File: config.mk
export PLATFORM = sky130hd
export DESIGN_NAME = io_sample_framer
export DESIGN_NICKNAME = d
export VERILOG_FILES = /design/src/core/io_sample_framer_pkg.sv /design/src/core/io_sample_framer.sv
export VERILOG_INCLUDE_DIRS = /design/src /design/src/core
export SDC_FILE = /design/constraint.sdc
export NUM_CORES = 1
export LEC_CHECK = 0
export BUFFER_PORTS_ARGS = -buffer_cell sky130_fd_sc_hd__buf_2
export CAP_MARGIN = 20
export CORE_ASPECT_RATIO = 1.5
export CORE_UTILIZATION = 49
export CTS_BUF_LIST = sky130_fd_sc_hd__clkbuf_16
export CTS_CLUSTER_DIAMETER = 30
export DETAILED_ROUTE_END_ITERATION = 8
export PLACE_DENSITY = 0.8
export SYNTH_ARGS = -nofsm -noshare
export SYNTH_HDL_FRONTEND = slang
export SYNTH_SLANG_ARGS = --single-unit
export TNS_END_PERCENT = 20
File: constraint.sdc
create_clock -name ref_clk_in -period 9.2 [get_ports ref_clk_in]
set_clock_uncertainty 0.2 [all_clocks]
set_input_delay 0.92 -clock ref_clk_in [delete_from_list [all_inputs] [get_ports ref_clk_in]]
set_output_delay 0.92 -clock ref_clk_in [all_outputs]
set_load 0.1 [all_outputs]
File: src/core/io_sample_framer_defs.svh
// Offsets, field positions, reset values and timing counts of the I/O sample framer
`ifndef IO_SAMPLE_FRAMER_DEFS_SVH
`define IO_SAMPLE_FRAMER_DEFS_SVH

`define OFS_CTRL           8'h00
`define OFS_DIGITAL_MASK   8'h04
`define OFS_ANALOG_MASK    8'h08
`define OFS_PERIOD_MS      8'h0c
`define OFS_DEST_ADDR      8'h10
`define OFS_DEST_OPT       8'h14
`define OFS_AREF_SEL       8'h18
`define OFS_WAKE_DIV       8'h1c
`define OFS_CHANGE_MASK    8'h20
`define OFS_FORCE          8'h24
`define OFS_STATUS         8'h28

`define CTRL_TEXT_BIT      0
`define FORCE_LOCAL_BIT    0
`define FORCE_REMOTE_BIT   1
`define OPT_CLOUD_BIT      0
`define OPT_DEST_BIT       3

`define AREF_RESET         1'b1
`define SET_COUNT_BYTE     8'h01
`define TEXT_SEP_BYTE      8'h0d

`define CLK_PERIOD_NS      40
`define MS_NS              1000000
`define CYCLES_PER_MS      (`MS_NS / `CLK_PERIOD_NS)
`define MIN_GAP_MS         2'd3

`endif

File: src/core/io_sample_framer_pkg.sv
// Types of the I/O sample framer
package io_sample_framer_pkg;

    typedef enum logic [3:0] {
        PH_IDLE   = 4'b0000,
        PH_SETCNT = 4'b0001,
        PH_DMASKH = 4'b0010,
        PH_DMASKL = 4'b0011,
        PH_AMASK  = 4'b0100,
        PH_DSTH   = 4'b0101,
        PH_DSTL   = 4'b0110,
        PH_ANAH   = 4'b0111,
        PH_ANAL   = 4'b1000
    } phase_t;

    // Trigger sources, index into the pending vector, highest priority first
    typedef enum logic [2:0] {
        TR_LOCAL  = 3'd0,
        TR_REMOTE = 3'd1,
        TR_WAKE   = 3'd2,
        TR_CHANGE = 3'd3,
        TR_PERIOD = 3'd4
    } trig_t;

    typedef struct packed {
        logic to_serial;
        logic to_requester;
        logic to_dest;
        logic to_cloud;
    } route_t;

    typedef struct packed {
        logic        pready;
        logic [31:0] prdata;
        logic        pslverr;
        logic        text_mode;
        logic [12:0] dmask;
        logic [3:0]  amask;
        logic [15:0] period;
        logic [31:0] dest;
        logic [7:0]  dopt;
        logic        aref;
        logic [7:0]  wake_div;
        logic [12:0] chg_mask;
        logic [12:0] ln_s1;
        logic [12:0] ln_s2;
        logic [12:0] ln_prev;
        logic        awake_s1;
        logic        awake_s2;
        logic        awake_prev;
        logic [4:0]  pend;
        logic [15:0] tick_cnt;
        logic [15:0] ms_cnt;
        logic [1:0]  gap;
        logic [7:0]  wake_cnt;
        logic        wake_ok;
        phase_t      phase;
        trig_t       src;
        logic        sep;
        logic [1:0]  ch;
        logic [12:0] snap_d;
        logic [39:0] snap_a;
        logic        valid;
        logic [7:0]  data;
        logic        rec_end;
        route_t      route;
        logic        framed;
        logic        err;
        route_t      err_route;
    } state_t;

endpackage : io_sample_framer_pkg

File: src/core/io_sample_framer.sv
// APB-controlled I/O sample record framer
//
// How it works
// Record order: set count, digital mask, analog mask, then sampled data.
// First byte is a set count, always one.
// Two-byte digital mask, bit n marks digital line n, lines 0 to 12.
// One-byte analog mask, bits 0 to 3 flag analog channels 0 to 3.
// Two digital-state bytes come first only when some digital line is enabled.
// State bits of disabled lines carry no meaning; receivers ignore them.
// Two bytes per enabled analog channel follow, ascending, disabled ones skipped.
// Analog value is a 10-bit code right-aligned in 16 bits, capped at 0x3ff.
// Reference select picks 1.25 V or 2.5 V; 2.5 V after reset.
// Force request with some line enabled samples everything enabled, one record.
// Force request with no line enabled returns an error instead.
// Local force goes to the serial port, remote force back to the requester.
// Text mode separates fields with carriage returns; otherwise a response frame. The code uses text mode only for local force records.
// Periodic sampling off when period is zero or no line active.
// Samples go out at most once per three ms; faster periods lose samples. The code holds back only periodic samples this way.
// Destination options 0x09 send periodic samples to cloud and destination.
// Without cloud reporting periodic samples go only to the destination address.
// A peer destination must run framed mode, else it drops samples.
// While awake, periodic samples continue at the set period until sleep.
// Each counted wake-up sends one sample at once.
// Wake cycles counted against a divider; periodic only on elapsed cycles.
// A change on a monitored digital line sends a sample at once.
// Triggers arriving during a record are held until it completes.
`timescale 1ns/1ps
`include "io_sample_framer_defs.svh"

module io_sample_framer
    import io_sample_framer_pkg::*;
#(
    parameter int CYCLES_PER_MS = `CYCLES_PER_MS
) (
    input  wire logic        ref_clk_in,
    input  wire logic        rst_n_in,
    input  wire logic        psel_in,
    input  wire logic        penable_in,
    input  wire logic        pwrite_in,
    input  wire logic [7:0]  paddr_in,
    input  wire logic [31:0] pwdata_in,
    output logic             pready_out,
    output logic [31:0]      prdata_out,
    output logic             pslverr_out,
    input  wire logic [12:0] digital_line_in,
    input  wire logic [39:0] analog_channel_in,
    input  wire logic        awake_in,
    input  wire logic        rec_ready_in,
    output logic             rec_valid_out,
    output logic [7:0]       rec_data_out,
    output logic             rec_end_out,
    output route_t           rec_route_out,
    output logic             rec_framed_out,
    output logic             force_error_out,
    output route_t           error_route_out,
    output logic [31:0]      destination_address_out,
    output logic             analog_reference_select_out
);

    state_t s_ff;
    state_t nxt_s;

    // Next enabled analog channel at or above a start index
    function automatic logic [2:0] find_ch(input logic [3:0] mask, input logic [2:0] from);
        logic [2:0] res;
        res = 3'b100;
        for (int i = 3; i >= 0; i--) begin
            if (mask[i] && (3'(i) >= from)) begin
                res = 3'(i);
            end
        end
        return res;
    endfunction : find_ch

    // Byte shown for a phase
    function automatic logic [7:0] byte_for(input state_t rs, input phase_t ph,
                                            input logic [1:0] ch);
        logic [15:0] word;
        word = {6'h00, rs.snap_a[ch*10 +: 10]};
        case (ph)
            PH_SETCNT: byte_for = `SET_COUNT_BYTE;
            PH_DMASKH: byte_for = {3'h0, rs.dmask[12:8]};
            PH_DMASKL: byte_for = rs.dmask[7:0];
            PH_AMASK:  byte_for = {4'h0, rs.amask};
            PH_DSTH:   byte_for = {3'h0, rs.snap_d[12:8]};
            PH_DSTL:   byte_for = rs.snap_d[7:0];
            PH_ANAH:   byte_for = word[15:8];
            PH_ANAL:   byte_for = word[7:0];
            default:   byte_for = 8'h00;
        endcase
    endfunction : byte_for

    logic        wr;
    logic        rd_acc;
    logic        any_line;
    logic        tick;
    logic        per_en;
    logic        per_fire;
    logic        gap_ok;
    logic        wake_rise;
    logic        wake_elapsed;
    logic [12:0] changed;
    logic        field_end;
    logic [2:0]  nch;
    logic        mapped;

    always_comb begin
        nxt_s = s_ff;
        wr = psel_in && penable_in && !s_ff.pready && pwrite_in;
        rd_acc = psel_in && penable_in && !s_ff.pready && !pwrite_in;
        any_line = (s_ff.dmask != 13'h0000) || (s_ff.amask != 4'h0);
        mapped = 1'b1;
        nch = 3'b100;
        field_end = 1'b0;

        // Pin synchronisers
        nxt_s.ln_s1 = digital_line_in;
        nxt_s.ln_s2 = s_ff.ln_s1;
        nxt_s.ln_prev = s_ff.ln_s2;
        nxt_s.awake_s1 = awake_in;
        nxt_s.awake_s2 = s_ff.awake_s1;
        nxt_s.awake_prev = s_ff.awake_s2;

        // Millisecond time base
        tick = (s_ff.tick_cnt == 16'(CYCLES_PER_MS - 1));
        nxt_s.tick_cnt = tick ? 16'h0000 : s_ff.tick_cnt + 16'h0001;
        if (tick && s_ff.gap != 2'd0) begin
            nxt_s.gap = s_ff.gap - 2'd1;
        end
        gap_ok = (s_ff.gap == 2'd0) || (tick && s_ff.gap == 2'd1);

        // Wake cycle divider
        wake_rise = s_ff.awake_s2 && !s_ff.awake_prev;
        wake_elapsed = (s_ff.wake_cnt + 8'h01) >=
                       ((s_ff.wake_div == 8'h00) ? 8'h01 : s_ff.wake_div);
        if (wake_rise) begin
            nxt_s.wake_ok = wake_elapsed;
            nxt_s.wake_cnt = wake_elapsed ? 8'h00 : s_ff.wake_cnt + 8'h01;
        end else if (!s_ff.awake_s2) begin
            nxt_s.wake_ok = 1'b0;
        end

        // Periodic timer runs only while awake on an elapsed wake cycle
        per_en = (s_ff.period != 16'h0000) && any_line && s_ff.awake_s2
                 && s_ff.wake_ok;
        per_fire = 1'b0;
        if (!per_en) begin
            nxt_s.ms_cnt = 16'h0000;
        end else if (tick) begin
            if (s_ff.ms_cnt + 16'h0001 >= s_ff.period) begin
                nxt_s.ms_cnt = 16'h0000;
                per_fire = 1'b1;
            end else begin
                nxt_s.ms_cnt = s_ff.ms_cnt + 16'h0001;
            end
        end

        changed = (s_ff.ln_s2 ^ s_ff.ln_prev) & s_ff.chg_mask & s_ff.dmask;

        // APB slave, answer in the second access cycle
        nxt_s.pready = psel_in && penable_in && !s_ff.pready;
        nxt_s.pslverr = 1'b0;
        nxt_s.prdata = 32'h0000_0000;
        case (paddr_in)
            `OFS_CTRL:         nxt_s.prdata = {31'h0, s_ff.text_mode};
            `OFS_DIGITAL_MASK: nxt_s.prdata = {19'h0, s_ff.dmask};
            `OFS_ANALOG_MASK:  nxt_s.prdata = {28'h0, s_ff.amask};
            `OFS_PERIOD_MS:    nxt_s.prdata = {16'h0, s_ff.period};
            `OFS_DEST_ADDR:    nxt_s.prdata = s_ff.dest;
            `OFS_DEST_OPT:     nxt_s.prdata = {24'h0, s_ff.dopt};
            `OFS_AREF_SEL:     nxt_s.prdata = {31'h0, s_ff.aref};
            `OFS_WAKE_DIV:     nxt_s.prdata = {24'h0, s_ff.wake_div};
            `OFS_CHANGE_MASK:  nxt_s.prdata = {19'h0, s_ff.chg_mask};
            `OFS_FORCE:        nxt_s.prdata = 32'h0000_0000;
            `OFS_STATUS:       nxt_s.prdata = {25'h0, s_ff.wake_ok, s_ff.pend,
                                               s_ff.phase != PH_IDLE};
            default:           mapped = 1'b0;
        endcase
        if (!(rd_acc || wr)) begin
            nxt_s.prdata = 32'h0000_0000;
        end
        if ((rd_acc || wr) && !mapped) begin
            nxt_s.pslverr = 1'b1;
        end
        if (wr) begin
            case (paddr_in)
                `OFS_CTRL:         nxt_s.text_mode = pwdata_in[`CTRL_TEXT_BIT];
                `OFS_DIGITAL_MASK: nxt_s.dmask = pwdata_in[12:0];
                `OFS_ANALOG_MASK:  nxt_s.amask = pwdata_in[3:0];
                `OFS_PERIOD_MS:    nxt_s.period = pwdata_in[15:0];
                `OFS_DEST_ADDR:    nxt_s.dest = pwdata_in;
                `OFS_DEST_OPT:     nxt_s.dopt = pwdata_in[7:0];
                `OFS_AREF_SEL:     nxt_s.aref = pwdata_in[0];
                `OFS_WAKE_DIV:     nxt_s.wake_div = pwdata_in[7:0];
                `OFS_CHANGE_MASK:  nxt_s.chg_mask = pwdata_in[12:0];
                default:           nxt_s.text_mode = s_ff.text_mode;
            endcase
        end

        // Record serializer
        nxt_s.rec_end = 1'b0;
        nxt_s.err = 1'b0;
        if (s_ff.valid && rec_ready_in) begin
            field_end = (s_ff.phase == PH_SETCNT) || (s_ff.phase == PH_DMASKL) ||
                        (s_ff.phase == PH_AMASK) || (s_ff.phase == PH_DSTL) ||
                        (s_ff.phase == PH_ANAL);
            if (!s_ff.framed && field_end && !s_ff.sep) begin
                nxt_s.sep = 1'b1;
                nxt_s.data = `TEXT_SEP_BYTE;
            end else begin
                nxt_s.sep = 1'b0;
                nxt_s.phase = PH_IDLE;
                case (s_ff.phase)
                    PH_SETCNT: nxt_s.phase = PH_DMASKH;
                    PH_DMASKH: nxt_s.phase = PH_DMASKL;
                    PH_DMASKL: nxt_s.phase = PH_AMASK;
                    PH_AMASK:  begin
                        if (s_ff.dmask != 13'h0000) begin
                            nxt_s.phase = PH_DSTH;
                        end else begin
                            nch = find_ch(s_ff.amask, 3'd0);
                        end
                    end
                    PH_DSTH:   nxt_s.phase = PH_DSTL;
                    PH_DSTL:   nch = find_ch(s_ff.amask, 3'd0);
                    PH_ANAH:   nxt_s.phase = PH_ANAL;
                    PH_ANAL:   nch = find_ch(s_ff.amask, {1'b0, s_ff.ch} + 3'd1);
                    default:   nxt_s.phase = PH_IDLE;
                endcase
                if (!nch[2]) begin
                    nxt_s.phase = PH_ANAH;
                    nxt_s.ch = nch[1:0];
                end
                if (nxt_s.phase == PH_IDLE) begin
                    nxt_s.valid = 1'b0;
                    nxt_s.rec_end = 1'b1;
                end
                nxt_s.data = byte_for(s_ff, nxt_s.phase, nxt_s.ch);
            end
        end

        // Trigger capture; pending triggers wait for the serializer
        if (s_ff.phase == PH_IDLE && !s_ff.valid) begin
            for (int t = 4; t >= 0; t--) begin
                if (s_ff.pend[t]) begin
                    nxt_s.src = trig_t'(t);
                end
            end
            if (s_ff.pend != 5'h00) begin
                nxt_s.pend[nxt_s.src] = 1'b0;
                nxt_s.route = '0;
                nxt_s.framed = 1'b1;
                case (nxt_s.src)
                    TR_LOCAL: begin
                        nxt_s.route.to_serial = 1'b1;
                        nxt_s.framed = !s_ff.text_mode;
                    end
                    TR_REMOTE: nxt_s.route.to_requester = 1'b1;
                    default: begin
                        nxt_s.route.to_cloud = s_ff.dopt[`OPT_CLOUD_BIT];
                        nxt_s.route.to_dest = !s_ff.dopt[`OPT_CLOUD_BIT] ||
                                              s_ff.dopt[`OPT_DEST_BIT];
                    end
                endcase
                if ((nxt_s.src == TR_LOCAL || nxt_s.src == TR_REMOTE) && !any_line) begin
                    nxt_s.err = 1'b1;
                    nxt_s.err_route = nxt_s.route;
                end else begin
                    nxt_s.snap_d = s_ff.ln_s2 & s_ff.dmask;
                    nxt_s.snap_a = analog_channel_in;
                    nxt_s.phase = PH_SETCNT;
                    nxt_s.sep = 1'b0;
                    nxt_s.valid = 1'b1;
                    nxt_s.data = `SET_COUNT_BYTE;
                    nxt_s.gap = `MIN_GAP_MS;
                end
            end
        end

        // New triggers set after the clear so none is lost
        if (wr && paddr_in == `OFS_FORCE) begin
            if (pwdata_in[`FORCE_LOCAL_BIT]) begin
                nxt_s.pend[TR_LOCAL] = 1'b1;
            end
            if (pwdata_in[`FORCE_REMOTE_BIT]) begin
                nxt_s.pend[TR_REMOTE] = 1'b1;
            end
        end
        if (wake_rise && wake_elapsed && any_line) begin
            nxt_s.pend[TR_WAKE] = 1'b1;
        end
        if (changed != 13'h0000) begin
            nxt_s.pend[TR_CHANGE] = 1'b1;
        end
        if (per_fire && gap_ok) begin
            nxt_s.pend[TR_PERIOD] = 1'b1;
        end
    end

    always_ff @(posedge ref_clk_in) begin
        if (!rst_n_in) begin
            s_ff <= '0;
            s_ff.aref <= `AREF_RESET;
            s_ff.phase <= PH_IDLE;
            s_ff.src <= TR_LOCAL;
        end else begin
            s_ff <= nxt_s;
        end
    end

    assign pready_out = s_ff.pready;
    assign prdata_out = s_ff.prdata;
    assign pslverr_out = s_ff.pslverr;
    assign rec_valid_out = s_ff.valid;
    assign rec_data_out = s_ff.data;
    assign rec_end_out = s_ff.rec_end;
    assign rec_route_out = s_ff.route;
    assign rec_framed_out = s_ff.framed;
    assign force_error_out = s_ff.err;
    assign error_route_out = s_ff.err_route;
    assign destination_address_out = s_ff.dest;
    assign analog_reference_select_out = s_ff.aref;

endmodule : io_sample_framer

# Word-level counts from Yosys, hierarchy flattened
# Index checks and enable logic that the tools add are counted.
# word_totals
regBits	303
wordCells	263
inputBits	100
# classes
muxes	76
n_eq_ne	30
shift	1
mul	1
n_addsub	5
magnitude_cmp	8
reduce_logical	86
bitwise	10
# ops
operator	count
case mux 32 bit (10 select lines)	1
case mux 8 bit (8 select lines)	1
2-to-1 mux 3 bit	19
variable part select 40 x 7 -> 10 bit	1
bitwise AND 13 bit	3
adder 16 x 1 -> 16 bit, second input constant	2
equality test 4 x 3 -> 1 bit, second input constant	8
equality test 8 x 5 -> 1 bit, second input constant	4
2-to-1 mux 8 bit	4
AND reduction 2 bit	16
2-to-1 mux 4 bit	7
2-to-1 mux 9 bit	3
nonzero test 13 bit	2
logical AND 1 bit	25
equality test 8 x 6 -> 1 bit, second input constant	3
case mux 4 bit (6 select lines)	1
2-to-1 mux 1 bit	23
2-to-1 mux 2 bit	10
equality test 16 x 15 -> 1 bit, second input constant	1
equality test 4 x 2 -> 1 bit, second input constant	4
equality test 8 x 4 -> 1 bit, second input constant	2
greater-or-equal comparator 16 bit	1
zero test 8 bit	2
2-to-1 mux 16 bit	1
other kinds (36)	73

# Logic depth before layout (Yosys ltp)
# Gate-level depths: netlist of the first run.
# depth
word_depth	21
ltp_mapped	15
mapped_depth_nobuf	13

# Worst setup path after synthesis of the first run
# Ideal clock, no wire load.
# synth_path
kind	reg2reg
start	register s_ff[94] (netlist bit)
end	register s_ff[102] (netlist bit)
setup_slack_ps	5867
arrival_time_ps	3059
required_ps	8926
stages_incl_launch_ff	16
period_less_slack_ps	3333
setup_time_ps	74
n_path_buf	2
cell_sequence	dfxtp_1 ha_1 and3_1 and3_1 clkbuf_1 nand3_1 nor2_1 xor2_1 ha_1 a21o_1 a21oi_1 o21ai_0 a21oi_1 clkbuf_1 nand4b_1 a31oi_1
# synth_via
elab_chain_len	3
# synth_lines
item	line	rtl
start: declaration	io_sample_framer.sv:60	state_t s_ff;
start signal: assignment	io_sample_framer.sv:307	s_ff <= nxt_s;
adder 16 x 1 -> 16 bit (*)	io_sample_framer.sv:150, io_sample_framer.sv:154	
greater-or-equal comparator 16 bit	io_sample_framer.sv:150	if (s_ff.ms_cnt + 16'h0001 >= s_ff.period) begin
2-to-1 mux 16 bit (*)	io_sample_framer.sv:150	
# Every way passes the cells marked *; elsewhere a longest branch is shown, timed or not.
# A chain may end at the register's enable or synchronous reset.

# Worst setup path after layout of the first run
# layout_path
start	input port rst_n_in
end	register s_ff (netlist bit prdata_out[16])
# layout_via
elab_chain_len	1
# layout_lines
item	line	rtl
start: declaration	io_sample_framer.sv:36	input wire logic rst_n_in,
AND reduction 2 bit (no source line)	--	
# No other way between the ends.

==> results of run 1 <==
-- critical path, delay by kind of cell --
family	cells	cell delay, ns
buf+inv	2	1.10
simple gates	4	2.25
-- worst max-delay path by stage --
stage                                end  slack [ns]     start
after detailed placement  prdata_out[16]        4.63  rst_n_in
after CTS                 prdata_out[16]        5.16  rst_n_in
after global routing      prdata_out[16]        4.82  rst_n_in
final                     prdata_out[16]        5.15  rst_n_in
after global placement    prdata_out[16]        4.79  rst_n_in
after floorplan                s_ff[102]        5.87  s_ff[94]
-- per-stage QoR --
| step | std cells | setup WS (ns) |
|---|---|---|
| finish | 2055 | 5.15 |
| global route | 2055 | 4.82 |
| CTS | 2054 | 5.16 |
| detailed placement | 1980 | 4.63 |
| global placement | 1980 | 4.79 |
| floorplan | 1612 | 5.87 |
-- cells in the final DEF, fill, tap and decap left out, types with 9 or more instances in the layout --
cell type	Yosys	layout
nand4_1	13	13
buf_2	10	186
inv_6	0	9
xor2_1	32	32
clkbuf_16	0	41
o21ai_0	23	23
nand2_1	327	326
ha_1	29	29
nor3_1	16	14
dfxtp_1	303	303
and3_1	23	23
and2_1	66	66
nand3b_1	10	10
a21oi_1	205	204
a31oi_1	19	19
nor2_1	87	86
nand3_1	75	75
a22oi_1	45	45
nor4_1	12	12
xnor2_1	17	17
inv_1	32	36
buf_4	80	13
-- metal layers --
metal / track usage (%) / part of all wire [%] / vias up
met2: 42.9 / 48 / 551
met4: 16.2 / 6.2 / 0
met3: 4.45 / 7.6 / 137
li1: - / - / 5606
met1: 30.1 / 39 / 5562
met5: 0 / 0 / -
-- power by group through the flow --
stage / clock, mW / combinational [mW] / sequential (mW)
floorplan: 0 / 0.0309 / 1.36
global placement: 0 / 0.0697 / 1.36
detailed placement: 0 / 0.0703 / 1.36
CTS: 1.54 / 0.0708 / 1.33
global route: 1.61 / 0.0772 / 1.33
finish: 1.52 / 0.0718 / 1.33
-- flip-flops by register name, indices dropped and copies added, names as in the netlist --
name / cells
analog_reference_select_out: 1
destination_address_out: 32
error_route_out: 4
force_error_out: 1
nxt_s: 28
prdata_out: 32
pready_out: 1
pslverr_out: 1
rec_data_out: 8
rec_end_out: 1
rec_framed_out: 1
rec_route_out: 4
rec_valid_out: 1
s_ff: 188
-- kinds of logic after synthesis --
logic type | after synthesis
simple gates | 666
buf+inv | 201
fa+ha+maj | 29
flops | 303
xor+xnor | 49
compound gates | 348
mux | 16
-- final cells by class --
type                            count  area (sq um)
Fill cell                        2294         11400
Timing Repair Buffer              200          1040
Sequential cell                   303          6070
Multi-Input combinational cell   1108          6300
Clock buffer                       41          1030
Inverter                           33           126
Clock inverter                     33           317
Tap cell                          337           422
==> flow_metrics.py, run 1 <==
metrics = {
    "floorplan": {
        "num_rows": 73,
        "die_y_um": 205,
        "fp.coreArea_sq_um": 26700,
        "fp.dieArea_sq_um": 28100,
        "ioPinCount": 187,
        "start_util_pct": 50.3,
        "die_x_um": 137,
    },
    "power_and_ir_drop": {
        "power.share.combinational_pct": 2.5,
        "ir_drop_mv": 0.190,
        "cellPowerDensity_nw_per_um2": 191,
        "p_seq_share_pct": 45.4,
        "p_leak_nw": 5.87,
        "p_sw_uw": 680,
        "p_sw_share_pct": 23.3,
        "p_int_mw": 2.24,
        "total_power_mw": 2.92,
        "pwr-share-clk_pct": 52.1,
    },
    "global_routing": {
        "grt_start_max_net_pins": 96,
        "grt_first_pass_wirelength_um": 57000,
        "antenna_found_initial": 0,
        "grt_pass1_vias": 11300,
        "grt_usage_pct": 25.7,
        "grt_overflow": 0,
    },
    "sta": {
        "period_share_pct": 44.1,
        "setup_viol": 0,
        "drv_slew": 0,
        "max_slew_margin_pct": 32.8,
        "fin_hold_ws_ns": 0.235,
        "hold_viol": 0,
        "worst_pin_slew_ns": 1.01,
        "setup-tns-final_ns": 0,
        "timing.fmax_mhz": 247,
        "rsz0062_at_grt": "false",
        "period_minus_slack_ns": 4.05,
    },
    "worst_setup_path": {
        "regToRegEndpoint": "rec_data_out[0]",
        "required_ns": 9.47,
        "r2r_setup_slack_ns": 5.31,
        "crit_path_max_fanout": 87,
        "r2r-start": "s_ff[79]",
        "cp-end-kind": "flop",
        "critPathMaxStageDelay_ns": 0.85,
        "r2r_cells": 8,
        "cp_slowest_cell": "nor2_1",
        "cp.arrival_ns": 4.32,
        "crit_chain": "buf_2, inv_4, nor3_1, nand4_1, nor2_1, and2_1",
        "start_kind": "primary input",
        "critical_path_class": "in -> reg",
    },
    "clock_network": {
        "cts_tree": "yes",
        "clk_latency_ns": 0.53,
        "post-cts-setup-buffer-count": 0,
        "cts_root_buf": "clkbuf_16",
        "worst_setup_hold_path_clk_slew_ns": 0.06,
        "h-tree-depth": 2,
        "cts_resized": 0,
        "numCtsBuffers": 41,
        "clock_sinks": 303,
        "cts_hold_buf": 0,
        "clk_path_buf_depth": 3,
    },
    "worst_hold_path": {
        "hp-class": "reg -> reg",
        "hold_path_startpoint": "nxt_s[148]",
        "min_to": "nxt_s[135]",
        "hold_path_depth": 1,
    },
    "place": {
        "io_buffers": 186,
        "dp_hpwl_um": 25200,
        "place_area_sq_um": 13900,
        "globalplace.congestion": 0.906,
    },
    "detailed_routing": {
        "via_per_inst": 5.77,
        "routed_wl_um": 35900,
        "vias": 11900,
        "drt_first_iter_violations": 940,
        "drt_pass1_iterations": 6,
        "postRouteAntennaNets": 0,
        "wl_per_cell_um": 17.5,
        "drcViolationCount": 0,
    },
    "cells_and_area": {
        "finalInstanceArea_sq_um": 15300,
        "fin_util_pct": 57.4,
        "diodes": 0,
        "drive_above_1_share_pct": 17.2,
        "fin_nets": 1816,
        "area_delta_synth_final_pct": 14.1,
    },
    "yosys": {
        "synth_fa_ha_area_share_pct": 2.71,
        "synth_common_cells": "nand2_1 (327), dfxtp_1 (303), a21oi_1 (205)",
        "yosys.cell_types.count": 66,
        "synth_xor_area_share_pct": 3.20,
        "synth.most_common_cell": "nand2_1",
        "ys_async_sr_fraction_pct": 0,
        "seq_area_frac_synth_pct": 45.2,
        "syn_area_sq_um": 13400,
        "ys_seq_elements": 303,
        "syn-instance-count": 1612,
        "synth_compound_area_share_pct": 15.8,
        "yosys_warnings": 0,
        "synth_edf_count": 0,
        "syn_nets": 1741,
        "synth.avg_cell_area_sq_um": 8.32,
        "synth-main-ff-cell": "dfxtp_1",
        "synth_area_leaders": "dfxtp_1 (45%), nand2_1 (9.2%), a21oi_1 (7.6%)",
        "synth-simple-area-share_pct": 22.8,
        "netlist.area_leader.share_pct": 45.2,
        "synth_largest_area_cell": "dfxtp_1",
        "synth_top_family_by_area": "simple AND/OR/NAND/NOR gates",
        "synth_mux_area_share_pct": 2.22,
    },
    "outcome": {
        "status": "finished, final reports clean",
    },
    "flow_run": {
        "drv_cap": 0,
    },
}
(Power assumes the default switching activity.)
==> run 2: changes to the inputs <==
==> constraint.sdc (replaced) <==
create_clock -name ref_clk_in -period 4.06 [get_ports ref_clk_in]
set_clock_uncertainty 0.2 [all_clocks]
set_input_delay 0.406 -clock ref_clk_in [delete_from_list [all_inputs] [get_ports ref_clk_in]]
set_output_delay 0.406 -clock ref_clk_in [all_outputs]
set_load 0.1 [all_outputs]
==> run 2 against run 1 <==
Via count rose by 5.1%. Worst setup slack got worse by 4.6 ns. Sequential power grew 130%. Non-clock buffer count is 98 higher. Core utilization is 4.0 points higher. Worst hold slack worse by 0.20 ns. Sequential share of layout area down 2.6 points. Sequential cell count is the same. Routed wire length is 8.9% higher. Final cell count grew 5.1%. Cell area is 6.9% higher. Die area unchanged. Largest cell class unchanged. Largest power group unchanged.
==> flow_metrics.py, run 2 (synthesized netlist as in run 1, its figures left out) <==
metrics = {
    "sta": {
        "setup_viol": 0,
        "rsz0062_at_grt": "false",
        "hold_viol": 0,
        "timing.fmax_mhz": 286,
        "setup-tns-final_ns": 0,
        "period_minus_slack_ns": 3.49,
        "drv_slew": 0,
        "worst_pin_slew_ns": 0.872,
        "max_slew_margin_pct": 41.3,
        "period_share_pct": 86.1,
        "fin_hold_ws_ns": 0.0300,
    },
    "detailed_routing": {
        "vias": 12500,
        "via_per_inst": 5.77,
        "drt_first_iter_violations": 1225,
        "postRouteAntennaNets": 0,
        "drcViolationCount": 0,
        "drt_pass1_iterations": 6,
        "wl_per_cell_um": 18.1,
        "routed_wl_um": 39100,
    },
    "power_and_ir_drop": {
        "cellPowerDensity_nw_per_um2": 423,
        "total_power_mw": 6.93,
        "ir_drop_mv": 0.368,
        "p_leak_nw": 6.35,
    },
    "worst_hold_path": {
        "hp-class": "in -> reg",
    },
    "worst_setup_path": {
        "crit_path_max_fanout": 24,
        "critical_path_class": "reg -> reg",
        "cp-end-kind": "flop",
        "required_ns": 4.32,
        "cp.arrival_ns": 3.76,
        "start_kind": "flop",
    },
    "floorplan": {
        "fp.dieArea_sq_um": 28100,
        "ioPinCount": 187,
        "start_util_pct": 50.3,
        "die_y_um": 205,
        "num_rows": 73,
        "die_x_um": 137,
        "fp.coreArea_sq_um": 26700,
    },
    "cells_and_area": {
        "layout_commonest_cell": "nand2_1",
        "area_delta_synth_final_pct": 21.9,
        "fillerInstances": 2147,
        "largest_reg_flops": 188,
        "fin_nets": 1916,
        "regMostFlops": "s_ff",
        "multi_input_area_sq_um": 6290,
        "mostFrequentLayoutCells": "nand2_1 (326), dfxtp_1 (303), a21oi_1 (204), buf_2 (186), dlygate4sd3_1 (87)",
        "drive_above_1_share_pct": 17.0,
        "regArea_sq_um": 6070,
        "fin_util_pct": 61.3,
        "finalInstanceArea_sq_um": 16400,
    },
    "global_routing": {
        "grt_pass1_vias": 12200,
        "grt_first_pass_wirelength_um": 62300,
        "grt_start_max_net_pins": 76,
        "antenna_found_initial": 1,
        "grt_usage_pct": 28.2,
        "grt_overflow": 0,
    },
    "outcome": {
        "status": "finished, final reports clean",
    },
    "clock_network": {
        "worst_setup_hold_path_clk_slew_ns": 0.06,
        "h-tree-depth": 2,
        "clk_latency_ns": 0.55,
        "cts_tree": "yes",
        "post-cts-setup-buffer-count": 0,
        "cts_resized": 0,
        "clk_path_buf_depth": 3,
        "cts_root_buf": "clkbuf_16",
        "clock_sinks": 303,
        "numCtsBuffers": 43,
    },
    "flow_run": {
        "drv_cap": 0,
    },
    "place": {
        "place_area_sq_um": 14000,
        "dp_hpwl_um": 25100,
        "globalplace.congestion": 0.880,
        "io_buffers": 186,
    },
}
[run 2: final timing paths]
| kind | startpoint | end | slack [ns] | depth (start not counted) |
|---|---|---|---|---|
| worst min register to register | nxt_s[159] | nxt_s[146] | 0.24 | 1 |
| worst min-delay path | pwdata_in[0] | destination_address_out[0] | 0.03 | 3 |
| worst max-delay path | s_ff[94] | s_ff[96] | 0.57 | 14 |
| worst max register to register | s_ff[94] | s_ff[96] | 0.57 | 14 |
[run 2: final cells by class]
class / count / share of cell area [%]
clock inverter: 35 / 2.01
timing repair buffer: 298 / 12.4
clock buffer: 44 / 6.73
multi-input combinational: 1108 / 38.4
inverter: 33 / 0.773
antenna: 1 / 0.0153
tap: 337 / 2.58
sequential: 303 / 37.1
[run 2: per-stage QoR]
stage                     setup WS, ns  std cells
after floorplan                  0.727       1612
after global placement           0.718       1991
after detailed placement         0.638       1991
after CTS                        0.578       2157
after global routing             0.310       2159
final                            0.566       2159
[run 2: worst max-delay path, stage by stage (launching register included)]
cell and delay (ns):
dfxtp_1 0.39, ha_1 0.29, and3_1 0.27, and3_1 0.27, nand3_1 0.18, nor2_1 0.17, xor2_1 0.22, ha_1 0.28
a21o_1 0.16, a21oi_1 0.13, o21ai_0 0.10, a21oi_1 0.12, buf_4 0.27, nand4b_1 0.16, a31oi_1 0.20
[run 2: metal layers]
metal / up-vias / global-route usage (%) / wire, um
li1: 5819 / - / -
met1: 5845 / 30.7 / 14300
met2: 637 / 49.3 / 19300
met3: 159 / 5.96 / 3130
met4: 0 / 17.7 / 2360
met5: - / 0 / 0
[run 2: report_power, final]
group | switching, mW | internal, mW | total (mW)
combinational | 0.122 | 0.112 | 0.234
clock | 1.47 | 2.21 | 3.68
sequential | 0.0140 | 3.00 | 3.01
total | 1.61 | 5.32 | 6.93
[run 2: repair_timing]
item	in CTS	in global routing
hold buffers	87	0
setup endpoints to repair	0	0
hold endpoints to repair	129	0
